File: config.mk
export PLATFORM = sky130hd
export DESIGN_NAME = smart_report_responder
export DESIGN_NICKNAME = d
export VERILOG_FILES = /design/src/rtl/smart_pkg.sv /design/src/rtl/attr_store.sv /design/src/rtl/smart_report_responder.sv /design/src/rtl/word_buffer.sv
export SDC_FILE = /design/constraint.sdc
export NUM_CORES = 1
export LEC_CHECK = 0
export BUFFER_PORTS_ARGS = -buffer_cell sky130_fd_sc_hd__buf_2
export CAP_MARGIN = 0
export CORE_MARGIN = 1.5
export CORE_UTILIZATION = 50
export DETAILED_ROUTE_END_ITERATION = 10
export GPL_ROUTABILITY_DRIVEN = 0
export PLACE_DENSITY = 0.8
export SLEW_MARGIN = 10
export SYNTH_ARGS = -nofsm -noshare
export SYNTH_HDL_FRONTEND = slang
export SYNTH_SLANG_ARGS = --single-unit
File: constraint.sdc
create_clock -name core_clk -period 5.87 [get_ports core_clk]
set_clock_uncertainty 0.2 [all_clocks]
set_input_delay 0.587 -clock core_clk [delete_from_list [all_inputs] [get_ports core_clk]]
set_output_delay 0.587 -clock core_clk [all_outputs]
set_load 0.1 [all_outputs]
File: src/rtl/smart_pkg.sv
// package: reliability report constants, layouts and factory thresholds
`default_nettype none
package smart_pkg;
  // task-file codes
  localparam logic [7:0] CMD_SMART    = 8'hb0;
  localparam logic [7:0] FEAT_VALUES  = 8'hd0;
  localparam logic [7:0] FEAT_THRESH  = 8'hd1;
  localparam logic [7:0] FEAT_VERDICT = 8'hda;
  localparam logic [7:0] SIG_LO       = 8'h4f;
  localparam logic [7:0] SIG_HI       = 8'hc2;
  localparam logic [7:0] FAIL_LO      = 8'hf4;
  localparam logic [7:0] FAIL_HI      = 8'h2c;
  // structure layout, byte offsets within the 512-byte block
  localparam int         SLOTS        = 30;
  localparam logic [8:0] OFS_ENTRY    = 9'h002;
  localparam logic [8:0] OFS_PAD      = 9'h16a;
  localparam logic [8:0] OFS_CAP      = 9'h170;
  localparam logic [8:0] OFS_LAST     = 9'h1fe;
  localparam logic [8:0] WORDS        = 9'h100;
  localparam logic [8:0] WORD_STEP    = 9'h001;
  localparam logic [3:0] POS_STEP     = 4'h2;
  localparam logic [3:0] POS_LAST     = 4'ha;
  localparam logic [3:0] POS_ID       = 4'h0;
  localparam logic [3:0] POS_THR      = 4'h1;
  localparam logic [3:0] POS_FLAG_LO  = 4'h1;
  localparam logic [3:0] POS_VALUE    = 4'h3;
  localparam logic [7:0] REV_LO       = 8'h04;
  localparam logic [7:0] REV_HI       = 8'h00;
  // attribute value codes
  localparam logic [7:0] ATTR_INIT    = 8'h64;
  localparam logic [7:0] ATTR_BAD     = 8'hfe;
  localparam logic [7:0] ATTR_NEVER_LO = 8'h00;
  localparam logic [7:0] ATTR_NEVER_HI = 8'hff;

  // factory identifiers, packed from slot 0 and shared by both structures
  function automatic logic [7:0] thr_id(input logic [4:0] s);
    case (s)
      5'h00:   thr_id = 8'h01;
      5'h01:   thr_id = 8'h05;
      5'h02:   thr_id = 8'h09;
      5'h03:   thr_id = 8'hc2;
      default: thr_id = 8'h00;
    endcase
  endfunction

  // fixed factory thresholds
  // factory thresholds; 00h always passes, fe never appears
  function automatic logic [7:0] thr_level(input logic [4:0] s);
    case (s)
      5'h00:   thr_level = 8'h14;
      5'h01:   thr_level = 8'h24;
      5'h02:   thr_level = 8'h10;
      default: thr_level = 8'h00;
    endcase
  endfunction

  // pre-failure class per slot
  function automatic logic thr_prefail(input logic [4:0] s);
    case (s)
      5'h00:   thr_prefail = 1'b1;
      5'h01:   thr_prefail = 1'b1;
      default: thr_prefail = 1'b0;
    endcase
  endfunction
endpackage
`default_nettype wire

File: src/rtl/attr_store.sv
// flip-flop store of the current attribute values, one byte per slot
`default_nettype none
module attr_store
  import smart_pkg::*;
#(
  parameter int NSLOT = 30
) (
  // clock and reset
  input  wire logic               core_clk,
  input  wire logic               arst_n,
  // update from the attribute monitor
  input  wire logic               upd_valid,
  input  wire logic [4:0]         upd_slot,
  input  wire logic [7:0]         upd_value,
  // all values, slot 0 in the low byte
  output logic [NSLOT*8-1:0]      values
);
  logic [7:0] val_reg [NSLOT];
  logic [7:0] upd_clean;

  // forbidden codes
  // 00h and ffh would be misread as test codes, so they turn into fe
  assign upd_clean = (upd_value == ATTR_NEVER_LO ||
                      upd_value == ATTR_NEVER_HI) ? ATTR_BAD : upd_value;

  for (genvar g = 0; g < NSLOT; g++) begin : g_slot
    // initial value
    // every slot starts at 64h until monitoring reports
    always_ff @(posedge core_clk or negedge arst_n) begin
      if (!arst_n) begin
        val_reg[g] <= ATTR_INIT;
      end else if (upd_valid && upd_slot == 5'(g)) begin
        val_reg[g] <= upd_clean;
      end
    end
    assign values[g*8 +: 8] = val_reg[g];
  end
endmodule
`default_nettype wire

File: src/rtl/smart_report_responder.sv
// responder for the threshold, value and verdict reliability subcommands
`default_nettype none
module smart_report_responder
  import smart_pkg::*;
#(
  parameter logic CAP_PRE_POWER = 1'b0,
  parameter logic CAP_AUTOSAVE  = 1'b0
) (
  // clock and reset
  input  wire logic       core_clk,
  input  wire logic       arst_n,
  // command from the task-file logic
  input  wire logic       cmd_valid,
  input  wire logic [7:0] cmd_code,
  input  wire logic [7:0] features,
  input  wire logic [7:0] cyl_lo_in,
  input  wire logic [7:0] cyl_hi_in,
  input  wire logic       smart_enabled,
  input  wire logic       intrq_clr,
  // status and task-file results
  output logic            bsy,
  output logic            drq,
  output logic            intrq,
  output logic            err,
  output logic            abrt,
  output logic            cyl_we,
  output logic [7:0]      cyl_lo_out,
  output logic [7:0]      cyl_hi_out,
  // data register words
  output logic [15:0]     data_word,
  output logic            data_valid,
  input  wire logic       data_read,
  // non-volatile storage handshake
  output logic            nv_req,
  output logic            nv_fetch,
  input  wire logic       nv_ack,
  // attribute monitor
  input  wire logic       upd_valid,
  input  wire logic [4:0] upd_slot,
  input  wire logic [7:0] upd_value
);
  typedef enum logic [4:0] {
    ST_IDLE    = 5'h01,
    ST_NV      = 5'h02,
    ST_STREAM  = 5'h04,
    ST_VERDICT = 5'h08,
    ST_ABORT   = 5'h10
  } state_e;

  state_e            state_reg;
  logic              bsy_reg;
  logic              drq_reg;
  logic              intrq_reg;
  logic              err_reg;
  logic              abrt_reg;
  logic              cyl_we_reg;
  logic [7:0]        cyl_lo_reg;
  logic [7:0]        cyl_hi_reg;
  logic              nv_req_reg;
  logic              nv_fetch_reg;
  logic              op_thr_reg;
  logic              op_verdict_reg;
  logic [8:0]        word_reg;
  logic [4:0]        slot_reg;
  logic [3:0]        pos_reg;
  logic [7:0]        sum_reg;
  logic [SLOTS*8-1:0] vals;
  logic              take;
  logic              req_ok;
  logic              known;
  logic              exceeded;
  logic              gen_valid;
  logic              gen_ready;
  logic              push;
  logic              buf_empty;
  logic [8:0]        ofs;
  logic [7:0]        val_cur;
  logic [7:0]        lo_byte;
  logic [7:0]        hi_byte;

  // one byte of a 12-byte entry; unused slots are all zero
  function automatic logic [7:0] entry_byte(input logic       thr,
                                            input logic [4:0] s,
                                            input logic [3:0] p,
                                            input logic [7:0] v);
    entry_byte = 8'h00;
    if (thr_id(s) != 8'h00) begin
      case (p)
        POS_ID: entry_byte = thr_id(s);
        POS_THR: begin
          entry_byte = thr ? thr_level(s) : {7'h00, thr_prefail(s)};
        end
        POS_VALUE: entry_byte = thr ? 8'h00 : v;
        default:   entry_byte = 8'h00;
      endcase
    end
  endfunction

  attr_store #(
    .NSLOT (SLOTS)
  ) u_store (
    .core_clk  (core_clk),
    .arst_n    (arst_n),
    .upd_valid (upd_valid),
    .upd_slot  (upd_slot),
    .upd_value (upd_value),
    .values    (vals)
  );

  // outputs come straight from their flops
  assign bsy        = bsy_reg;
  assign drq        = drq_reg;
  assign intrq      = intrq_reg;
  assign err        = err_reg;
  assign abrt       = abrt_reg;
  assign cyl_we     = cyl_we_reg;
  assign cyl_lo_out = cyl_lo_reg;
  assign cyl_hi_out = cyl_hi_reg;
  assign nv_req     = nv_req_reg;
  assign nv_fetch   = nv_fetch_reg;

  // command decode; other command codes belong to other handlers
  assign take  = (state_reg == ST_IDLE) && cmd_valid && cmd_code == CMD_SMART;
  assign known = features == FEAT_VALUES || features == FEAT_THRESH ||
                 features == FEAT_VERDICT;
  assign req_ok = known && smart_enabled &&
                  cyl_lo_in == SIG_LO && cyl_hi_in == SIG_HI;

  // threshold compare
  // an fe value carries no measurement and cannot fail
  always_comb begin
    exceeded = 1'b0;
    for (int s = 0; s < SLOTS; s++) begin
      if (thr_id(5'(s)) != 8'h00 && vals[s*8 +: 8] != ATTR_BAD &&
          vals[s*8 +: 8] <= thr_level(5'(s))) begin
        exceeded = 1'b1;
      end
    end
  end

  // main sequence
  always_ff @(posedge core_clk or negedge arst_n) begin
    if (!arst_n) begin
      state_reg <= ST_IDLE;
    end else begin
      case (state_reg)
        ST_IDLE: begin
          if (take) begin
            state_reg <= req_ok ? ST_NV : ST_ABORT;
          end
        end
        ST_NV: begin
          if (nv_ack) begin
            state_reg <= op_verdict_reg ? ST_VERDICT : ST_STREAM;
          end
        end
        ST_STREAM: begin
          // drq holds until the host has drained the last word
          if (word_reg == WORDS && buf_empty) begin
            state_reg <= ST_IDLE;
          end
        end
        ST_VERDICT: state_reg <= ST_IDLE;
        ST_ABORT:   state_reg <= ST_IDLE;
        default:    state_reg <= ST_IDLE;
      endcase
    end
  end

  // latch the operation kind at the start of a command
  always_ff @(posedge core_clk or negedge arst_n) begin
    if (!arst_n) begin
      op_thr_reg     <= 1'b0;
      op_verdict_reg <= 1'b0;
    end else if (take) begin
      op_thr_reg     <= features == FEAT_THRESH;
      op_verdict_reg <= features == FEAT_VERDICT;
    end
  end

  // storage step
  // thresholds are fetched, values are committed, while busy
  always_ff @(posedge core_clk or negedge arst_n) begin
    if (!arst_n) begin
      nv_req_reg   <= 1'b0;
      nv_fetch_reg <= 1'b0;
    end else if (take && req_ok) begin
      nv_req_reg   <= 1'b1;
      nv_fetch_reg <= features == FEAT_THRESH;
    end else if (nv_ack) begin
      nv_req_reg   <= 1'b0;
      nv_fetch_reg <= 1'b0;
    end
  end

  always_ff @(posedge core_clk or negedge arst_n) begin
    if (!arst_n) begin
      bsy_reg <= 1'b0;
      drq_reg <= 1'b0;
    end else begin
      case (state_reg)
        ST_IDLE:    bsy_reg <= take;
        ST_NV: begin
          if (nv_ack && !op_verdict_reg) begin
            drq_reg <= 1'b1;
            bsy_reg <= 1'b0;
          end
        end
        ST_STREAM: begin
          if (word_reg == WORDS && buf_empty) begin
            drq_reg <= 1'b0;
          end
        end
        ST_VERDICT: bsy_reg <= 1'b0;
        ST_ABORT:   bsy_reg <= 1'b0;
        default: begin
          bsy_reg <= 1'b0;
          drq_reg <= 1'b0;
        end
      endcase
    end
  end

  // interrupt: raised as busy drops, a raise beats a clear
  always_ff @(posedge core_clk or negedge arst_n) begin
    if (!arst_n) begin
      intrq_reg <= 1'b0;
    end else if ((state_reg == ST_NV && nv_ack && !op_verdict_reg) ||
                 state_reg == ST_VERDICT || state_reg == ST_ABORT) begin
      intrq_reg <= 1'b1;
    end else if (intrq_clr || take) begin
      intrq_reg <= 1'b0;
    end
  end

  always_ff @(posedge core_clk or negedge arst_n) begin
    if (!arst_n) begin
      err_reg  <= 1'b0;
      abrt_reg <= 1'b0;
    end else if (state_reg == ST_ABORT) begin
      err_reg  <= 1'b1;
      abrt_reg <= 1'b1;
    end else if (take) begin
      err_reg  <= 1'b0;
      abrt_reg <= 1'b0;
    end
  end

  always_ff @(posedge core_clk or negedge arst_n) begin
    if (!arst_n) begin
      cyl_we_reg <= 1'b0;
      cyl_lo_reg <= 8'h00;
      cyl_hi_reg <= 8'h00;
    end else begin
      cyl_we_reg <= state_reg == ST_NV && nv_ack && op_verdict_reg;
      if (state_reg == ST_NV && nv_ack && op_verdict_reg) begin
        cyl_lo_reg <= exceeded ? FAIL_LO : SIG_LO;
        cyl_hi_reg <= exceeded ? FAIL_HI : SIG_HI;
      end
    end
  end

  // structure walker: one 16-bit word per push
  assign gen_valid = state_reg == ST_STREAM && word_reg != WORDS;
  assign push      = gen_valid && gen_ready;
  assign ofs       = {word_reg[7:0], 1'b0};
  assign val_cur   = vals[slot_reg*8 +: 8];

  always_comb begin
    lo_byte = 8'h00;
    hi_byte = 8'h00;
    if (ofs < OFS_ENTRY) begin
      lo_byte = REV_LO;
      hi_byte = REV_HI;
    end else if (ofs < OFS_PAD) begin
      lo_byte = entry_byte(op_thr_reg, slot_reg, pos_reg, val_cur);
      hi_byte = entry_byte(op_thr_reg, slot_reg, pos_reg + 4'h1, val_cur);
    end else if (ofs == OFS_CAP && !op_thr_reg) begin
      lo_byte = {6'h00, CAP_AUTOSAVE, CAP_PRE_POWER};
    end
    if (ofs == OFS_LAST) begin
      hi_byte = 8'h00 - (sum_reg + lo_byte);
    end
  end

  // word counter and entry position; all region edges fall on even bytes
  always_ff @(posedge core_clk or negedge arst_n) begin
    if (!arst_n) begin
      word_reg <= 9'h000;
      slot_reg <= 5'h00;
      pos_reg  <= 4'h0;
    end else if (take) begin
      word_reg <= 9'h000;
      slot_reg <= 5'h00;
      pos_reg  <= 4'h0;
    end else if (push) begin
      word_reg <= word_reg + WORD_STEP;
      if (ofs >= OFS_ENTRY && ofs < OFS_PAD) begin
        if (pos_reg == POS_LAST) begin
          pos_reg  <= 4'h0;
          slot_reg <= slot_reg + 5'h01;
        end else begin
          pos_reg <= pos_reg + POS_STEP;
        end
      end
    end
  end

  // running sum of the bytes already sent
  // summing what is sent keeps the checksum right if values move mid-block
  always_ff @(posedge core_clk or negedge arst_n) begin
    if (!arst_n) begin
      sum_reg <= 8'h00;
    end else if (take) begin
      sum_reg <= 8'h00;
    end else if (push) begin
      sum_reg <= sum_reg + lo_byte + hi_byte;
    end
  end

  // lower byte on the low half
  word_buffer #(
    .W (16)
  ) u_buf (
    .core_clk  (core_clk),
    .arst_n    (arst_n),
    .in_valid  (gen_valid),
    .in_ready  (gen_ready),
    .in_data   ({hi_byte, lo_byte}),
    .out_valid (data_valid),
    .out_ready (data_read),
    .out_data  (data_word),
    .empty     (buf_empty)
  );
endmodule
`default_nettype wire

File: src/rtl/word_buffer.sv
// two-entry word buffer between the structure walker and the data register
`default_nettype none
module word_buffer #(
  parameter int W = 16
) (
  // clock and reset
  input  wire logic         core_clk,
  input  wire logic         arst_n,
  // filling side
  input  wire logic         in_valid,
  output logic              in_ready,
  input  wire logic [W-1:0] in_data,
  // draining side
  output logic              out_valid,
  input  wire logic         out_ready,
  output logic [W-1:0]      out_data,
  output logic              empty
);
  logic [W-1:0] head_reg;
  logic [W-1:0] tail_reg;
  logic         head_v_reg;
  logic         tail_v_reg;
  logic         push;
  logic         pop;

  // ready only hangs on the tail flop, so no path from out_ready
  assign in_ready  = !tail_v_reg;
  assign push      = in_valid && !tail_v_reg;
  assign pop       = head_v_reg && out_ready;
  assign out_valid = head_v_reg;
  assign out_data  = head_reg;
  assign empty     = !head_v_reg && !tail_v_reg;

  // head slot: refilled from the tail first to keep word order
  always_ff @(posedge core_clk or negedge arst_n) begin
    if (!arst_n) begin
      head_reg   <= '0;
      head_v_reg <= 1'b0;
    end else if (!head_v_reg || pop) begin
      if (tail_v_reg) begin
        head_reg   <= tail_reg;
        head_v_reg <= 1'b1;
      end else begin
        head_reg   <= in_data;
        head_v_reg <= push;
      end
    end
  end

  // tail slot: catches a word while the head is stalled
  always_ff @(posedge core_clk or negedge arst_n) begin
    if (!arst_n) begin
      tail_reg   <= '0;
      tail_v_reg <= 1'b0;
    end else if (tail_v_reg) begin
      tail_v_reg <= !pop;
    end else if (push && head_v_reg && !pop) begin
      tail_reg   <= in_data;
      tail_v_reg <= 1'b1;
    end
  end
endmodule
`default_nettype wire
# Word level (Yosys, flattened, before mapping)
# Index checks and enable logic that the tools add are counted.
# totals
register_bits,330
inputBits,53
out_inout_bits,41
elab_cells,268
# classes
add_sub_neg,7
n_lt_le_gt_ge,7
eq_ne,60
n_shift,1
mux,57
n_bitwise,3
reduce_logical,83
# op_table
op,n
240-bit by 9-bit variable part select with 8-bit output,1
8-bit 2-to-1 mux,16
"5-bit equality test, second input constant",15
"8-bit equality test, second input constant",7
1-bit logical AND,52
8-bit one-hot mux with 3 select lines,2
"5-bit by 4-bit equality test with 1-bit output, second input constant",9
5-bit 2-to-1 mux,8
"8-bit != test, second input constant",4
8-bit one-hot mux with 4 select lines,1
"5-bit by 2-bit equality test with 1-bit output, second input constant",5
"5-bit by 3-bit equality test with 1-bit output, second input constant",5
4-bit 2-to-1 mux,5
1-bit 2-to-1 mux,18
9-bit 2-to-1 mux,2
6-bit one-hot mux with 3 select lines,1
8-bit adder,2
"8-bit by 5-bit less-or-equal comparator with 1-bit output, second input constant",2
16-bit 2-to-1 mux,1
"5-bit by 1-bit equality test with 1-bit output, second input constant",3
5-bit one-hot mux with 3 select lines,1
2-bit nonzero test,6
5-bit logical NOT,2
"9-bit by 1-bit adder with 9-bit output, second input constant",1
27 further kinds,49

# Longest topological paths before layout
# logic_depth
ltp_word,14
mapped_depth,26
depth_no_buf,25

# Cells and area by module
# From an unflattened synthesis, not the netlist that was laid out.
# unflattened
hier_cells,1501
hier_area_um2,15959.1
# modules_own_cells
module,n_inst,cells_each,area_each_um2,seq_area_each_um2
attr_store,1,881,9542.9,6118.4
smart_report_responder,1,524,4894.7,1052.3
word_buffer,1,96,1521.5,850.8

# Worst setup path after synthesis
# No wires, ideal clock.
# synth_path
kind,flip-flop to flip-flop
from,reg slot_reg[0]
to,reg sum_reg[7]
setup_time_ns,0.121
t_arrival_ns,5.053
required_ns,5.549
slack_ns,0.496
path_stages_with_launch,25
path_buffers,4
period_less_slack_ns,5.374
path_cell_list,dfrtp_1 -> buf_2 -> buf_2 -> buf_2 -> buf_2 -> inv_1 -> ha_1 -> o31a_1 -> ha_1 -> fa_1 -> a211oi_1 -> nor2_1 -> xor2_1 -> xnor2_1 -> a22oi_1 -> o21ai_0 -> ha_1 -> nand3_1 -> o211ai_1 -> o21ai_0 -> nand2b_1 -> a21oi_1 -> xor2_1 -> xnor2_1 -> a22o_1
# synth_between
elab_chain_cells,14
word_cells_on_any_way,28
cone_classes,3 x add/sub; 3 x eq/ne; 1 x shift; 18 x mux; 3 x reduce/logical
# synth_lines
item,line_no,rtl
from (decl),smart_report_responder.sv:64,logic [4:0] slot_reg;
from (signal assigned),smart_report_responder.sv:301,slot_reg <= slot_reg + 5'h01;
"parallel branches: the longest is 5 deep, another holds 240-bit by 9-bit variable part select with 8-bit output",-,
8-bit 2-to-1 mux (*),smart_report_responder.sv:87,if (thr_id(s) != 8'h00) begin
8-bit 2-to-1 mux (*),smart_report_responder.sv:275,end else if (ofs < OFS_PAD) begin
8-bit 2-to-1 mux (*),smart_report_responder.sv:272,if (ofs < OFS_ENTRY) begin
net lo_byte[0],smart_report_responder.sv:78,logic [7:0] lo_byte;
8-bit adder (*),smart_report_responder.sv:282,hi_byte = 8'h00 - (sum_reg + lo_byte);
1-bit by 8-bit subtractor with 8-bit output (*),smart_report_responder.sv:282,
8-bit 2-to-1 mux (*),smart_report_responder.sv:281,if (ofs == OFS_LAST) begin
net hi_byte[4],smart_report_responder.sv:79,logic [7:0] hi_byte;
8-bit adder (*),smart_report_responder.sv:317,sum_reg <= sum_reg + lo_byte + hi_byte;
8-bit 2-to-1 mux (*),smart_report_responder.sv:316,end else if (push) begin
8-bit 2-to-1 mux (*),smart_report_responder.sv:314,end else if (take) begin
to (signal assigned),smart_report_responder.sv:317,
to (decl),smart_report_responder.sv:66,logic [7:0] sum_reg;
# Mark *: on every way through the listed nets, which the timed path passes. The select of a mux whose other input is x is not followed.
# A chain may end at the register's enable or synchronous reset.

# Final worst setup path
# layout_path
from,reg slot_reg[4]
to,reg sum_reg[7]
# The elaborated chain is that of the path after synthesis.

==> results.yml <==
cts:
  cts_sinks: 246
  cts_inserted_buffers: 26
  cts_tree: "built"
  cts_resized: 0
  ctsHoldBuffers: 0
  postCtsSetupRepairBufs: 0
  worstSkewPairLatency_ns: 0.54
  htree_levels: 1
  clk_path_buf_depth: 3
  clk_pin_slew_worst_paths_ns: 0.06
  cts_root_buf: "clkbuf_16"
detailed_routing:
  drt-pass1-iter-count: 5
  post_drt_wl_per_cell_um: 18.0
  drc: 0
  wirelength_mm: 28.4
  via_per_inst: 5.79
  vias: 9144
  drtAntennaViolNets: 0
  drtIter0Drc: 847
layout:
  largest_reg_flops: 170
  diodes: 0
  fin_area_mm2: 0.0136
  fin_nets: 1320
  mostFrequentLayoutCell: "dfrtp_1"
  area_delta_synth_final_pct: 11.7
  final_cell_mix: "dfrtp_1, nand2_1, nor2_1"
  drive_above_1_share_pct: 23.2
  fillers: 1990
timing:
  slew_viol_final: 0
  fin_crit_ns: 5.29
  fmax_mhz: 189
  relSlewSlack_pct: 10.4
  tightest_slew_ns: 1.34
  setup_viol_count_final: 0
  min_period_over_period_pct: 90.2
  hold_violations: 0
  rsz0062_at_grt: "false"
  setup_tns_ns: 0
floorplan:
  die_w_um: 159
  start_util_pct: 51.5
  row_count: 56
  coreArea_mm2: 0.0237
  die_area_mm2: 0.0253
  die_h_um: 159
  io_pins: 94
grt:
  grt_pass1_wl_mm: 47.1
  grt_max_degree: 147
  grt_pass1_vias: 9227
  groute.usage.overall_pct: 22.6
  antenna_found_initial: 1
  overflow: 0
logic_synthesis:
  syn-cell-area_mm2: 0.0122
  async_flop_share_pct: 100
  syn_area_per_cell_um2: 10.1
  synth_top_cell_by_area: "dfrtp_1"
  synth_ff_type: "dfrtp_1"
  synth_edf_count: 0
  yosys_warnings: 0
  netlist_top_cells_area: "dfrtp_1, dfstp_2, mux4_2, nand2_1, o21ai_0"
  synth-seq-cells: 246
  synth-seq-area-share_pct: 51.1
  synth_cell_types: 69
  syn_inst: 1204
  synth_top_area_share_pct: 37.5
critical_path:
  cpPeakStageDelay_ns: 0.56
  crit_buf_inv: 1
  cp_common_cell: "ha_1"
  cp.arrival_ns: 5.51
  cp_top_family: "compound AO/OA/AOI/OAI gates"
  cp_max_fo: 12
  critical_path.cell_chain: "nor4_4 > nor3b_4 > o211a_1 > and2_4 > o31a_1 > ha_1 > fa_1 > inv_1 > ha_1 > nand2_1 > nor2_1 > xnor2_1 > a22oi_1 > o21ai_0 > ha_1 > nand3_1 > o211ai_1 > o21ai_0 > nand2b_1 > a21oi_1 > xor2_1 > xnor2_1 > a22o_1"
  cp.required_ns: 6.08
  critPathSlowestCell: "dfrtp_1"
  path_class: "flip-flop to flip-flop"
  start_kind: "flip-flop"
  end_kind: "flip-flop"
power_and_ir_drop:
  powerDensity_mw_per_mm2: 333
  ir_worst_vdd_mv: 0.244
  power.leakage_nw: 6.29
run_status:
  status: "finished, final reports clean"
placed_design:
  hpwlAfterDp_mm: 19.3
  port-buffer-count: 91
  dpl_cell_area_mm2: 0.0128
hold_path:
  hp-class: "input port to async pin"
flow_run:
  max_cap_viol_count: 0
## metrics by stage
stage	hold slack [ns]	total power (W)	util (%)	setup WS [ns]	std cells
floorplan	0.0914	0.00270	-	0.496	1207
global placement	0.244	0.00289	53.9	0.908	1532
detailed placement	0.252	0.00294	53.9	0.701	1532
CTS	0.0519	0.00455	57.5	0.656	1580
global route	0.0924	0.00473	57.5	0.174	1580
finish	0.00968	0.00454	57.5	0.575	1580
## synthesized netlist by cell type, types with 19 or more instances
cell type  count
dfrtp_1      183
nand2_1      176
nor2_1       139
o21ai_0      125
a21oi_1       90
clkbuf_1      78
dfstp_2       63
mux4_2        38
ha_1          24
mux2i_1       24
xor2_1        22
mux2_2        21
nand3_1       21
nor3_1        19
## per-layer routing
metal | vias up | global-route usage [%] | share of wire, %
li1 | 4237 | - | -
met1 | 4548 | 30.7 | 43
met2 | 303 | 37.4 | 48
met3 | 54 | 3.88 | 6.0
met4 | 2 | 7.08 | 2.7
met5 | - | 0 | 0.046
## power by group
group          internal, W  total, W  switching (W)  leakage, nW
Clock             0.000939   0.00161       0.000671        0.420
Sequential         0.00202   0.00218       0.000160         3.01
Combinational     0.000331  0.000745       0.000414         2.86
Total              0.00329   0.00454        0.00125         6.29
## layout make-up
| class | count | area, um^2 | share of cell area (%) |
|---|---|---|---|
| multi-input combinational | 837 | 5450 | 40.0 |
| inverter | 20 | 80.1 | 0.588 |
| sequential | 246 | 6240 | 45.8 |
| timing repair buffer | 110 | 608 | 4.46 |
| clock buffer | 38 | 756 | 5.55 |
| clock inverter | 10 | 92.6 | 0.680 |
| tap | 319 | 399 | 2.93 |
## worst paths after layout
kind / startpoint / endpoint / slack (ns) / depth (start not counted)
max in group asynchronous: arst_n / u_store.values[224] / 4.21 / 2
hold / removal: arst_n / u_store.values[15] / 0.01 / 1
setup / recovery: slot_reg[4] / sum_reg[7] / 0.58 / 23
min in group core_clk: data_read / u_buf.tail_v_reg / 0.07 / 2
hold reg to reg: u_buf.out_data[5] / u_buf.out_data[5] / 0.26 / 2
setup reg to reg: slot_reg[4] / sum_reg[7] / 0.58 / 23
## kinds of logic (layout without fill, tap and decap cells)
kind of cell | after synthesis | in the layout | share of synthesized area [%]
buf+inv | 124 | 178 | 4.44
flops | 246 | 246 | 51.1
simple gates | 426 | 426 | 15.6
other cells | 1 | 4 | 0.0307
compound gates | 264 | 264 | 12.1
fa+ha+maj | 26 | 26 | 2.79
mux | 86 | 86 | 11.6
xor+xnor | 31 | 31 | 2.34
Power figures use the tool's default switching activity.
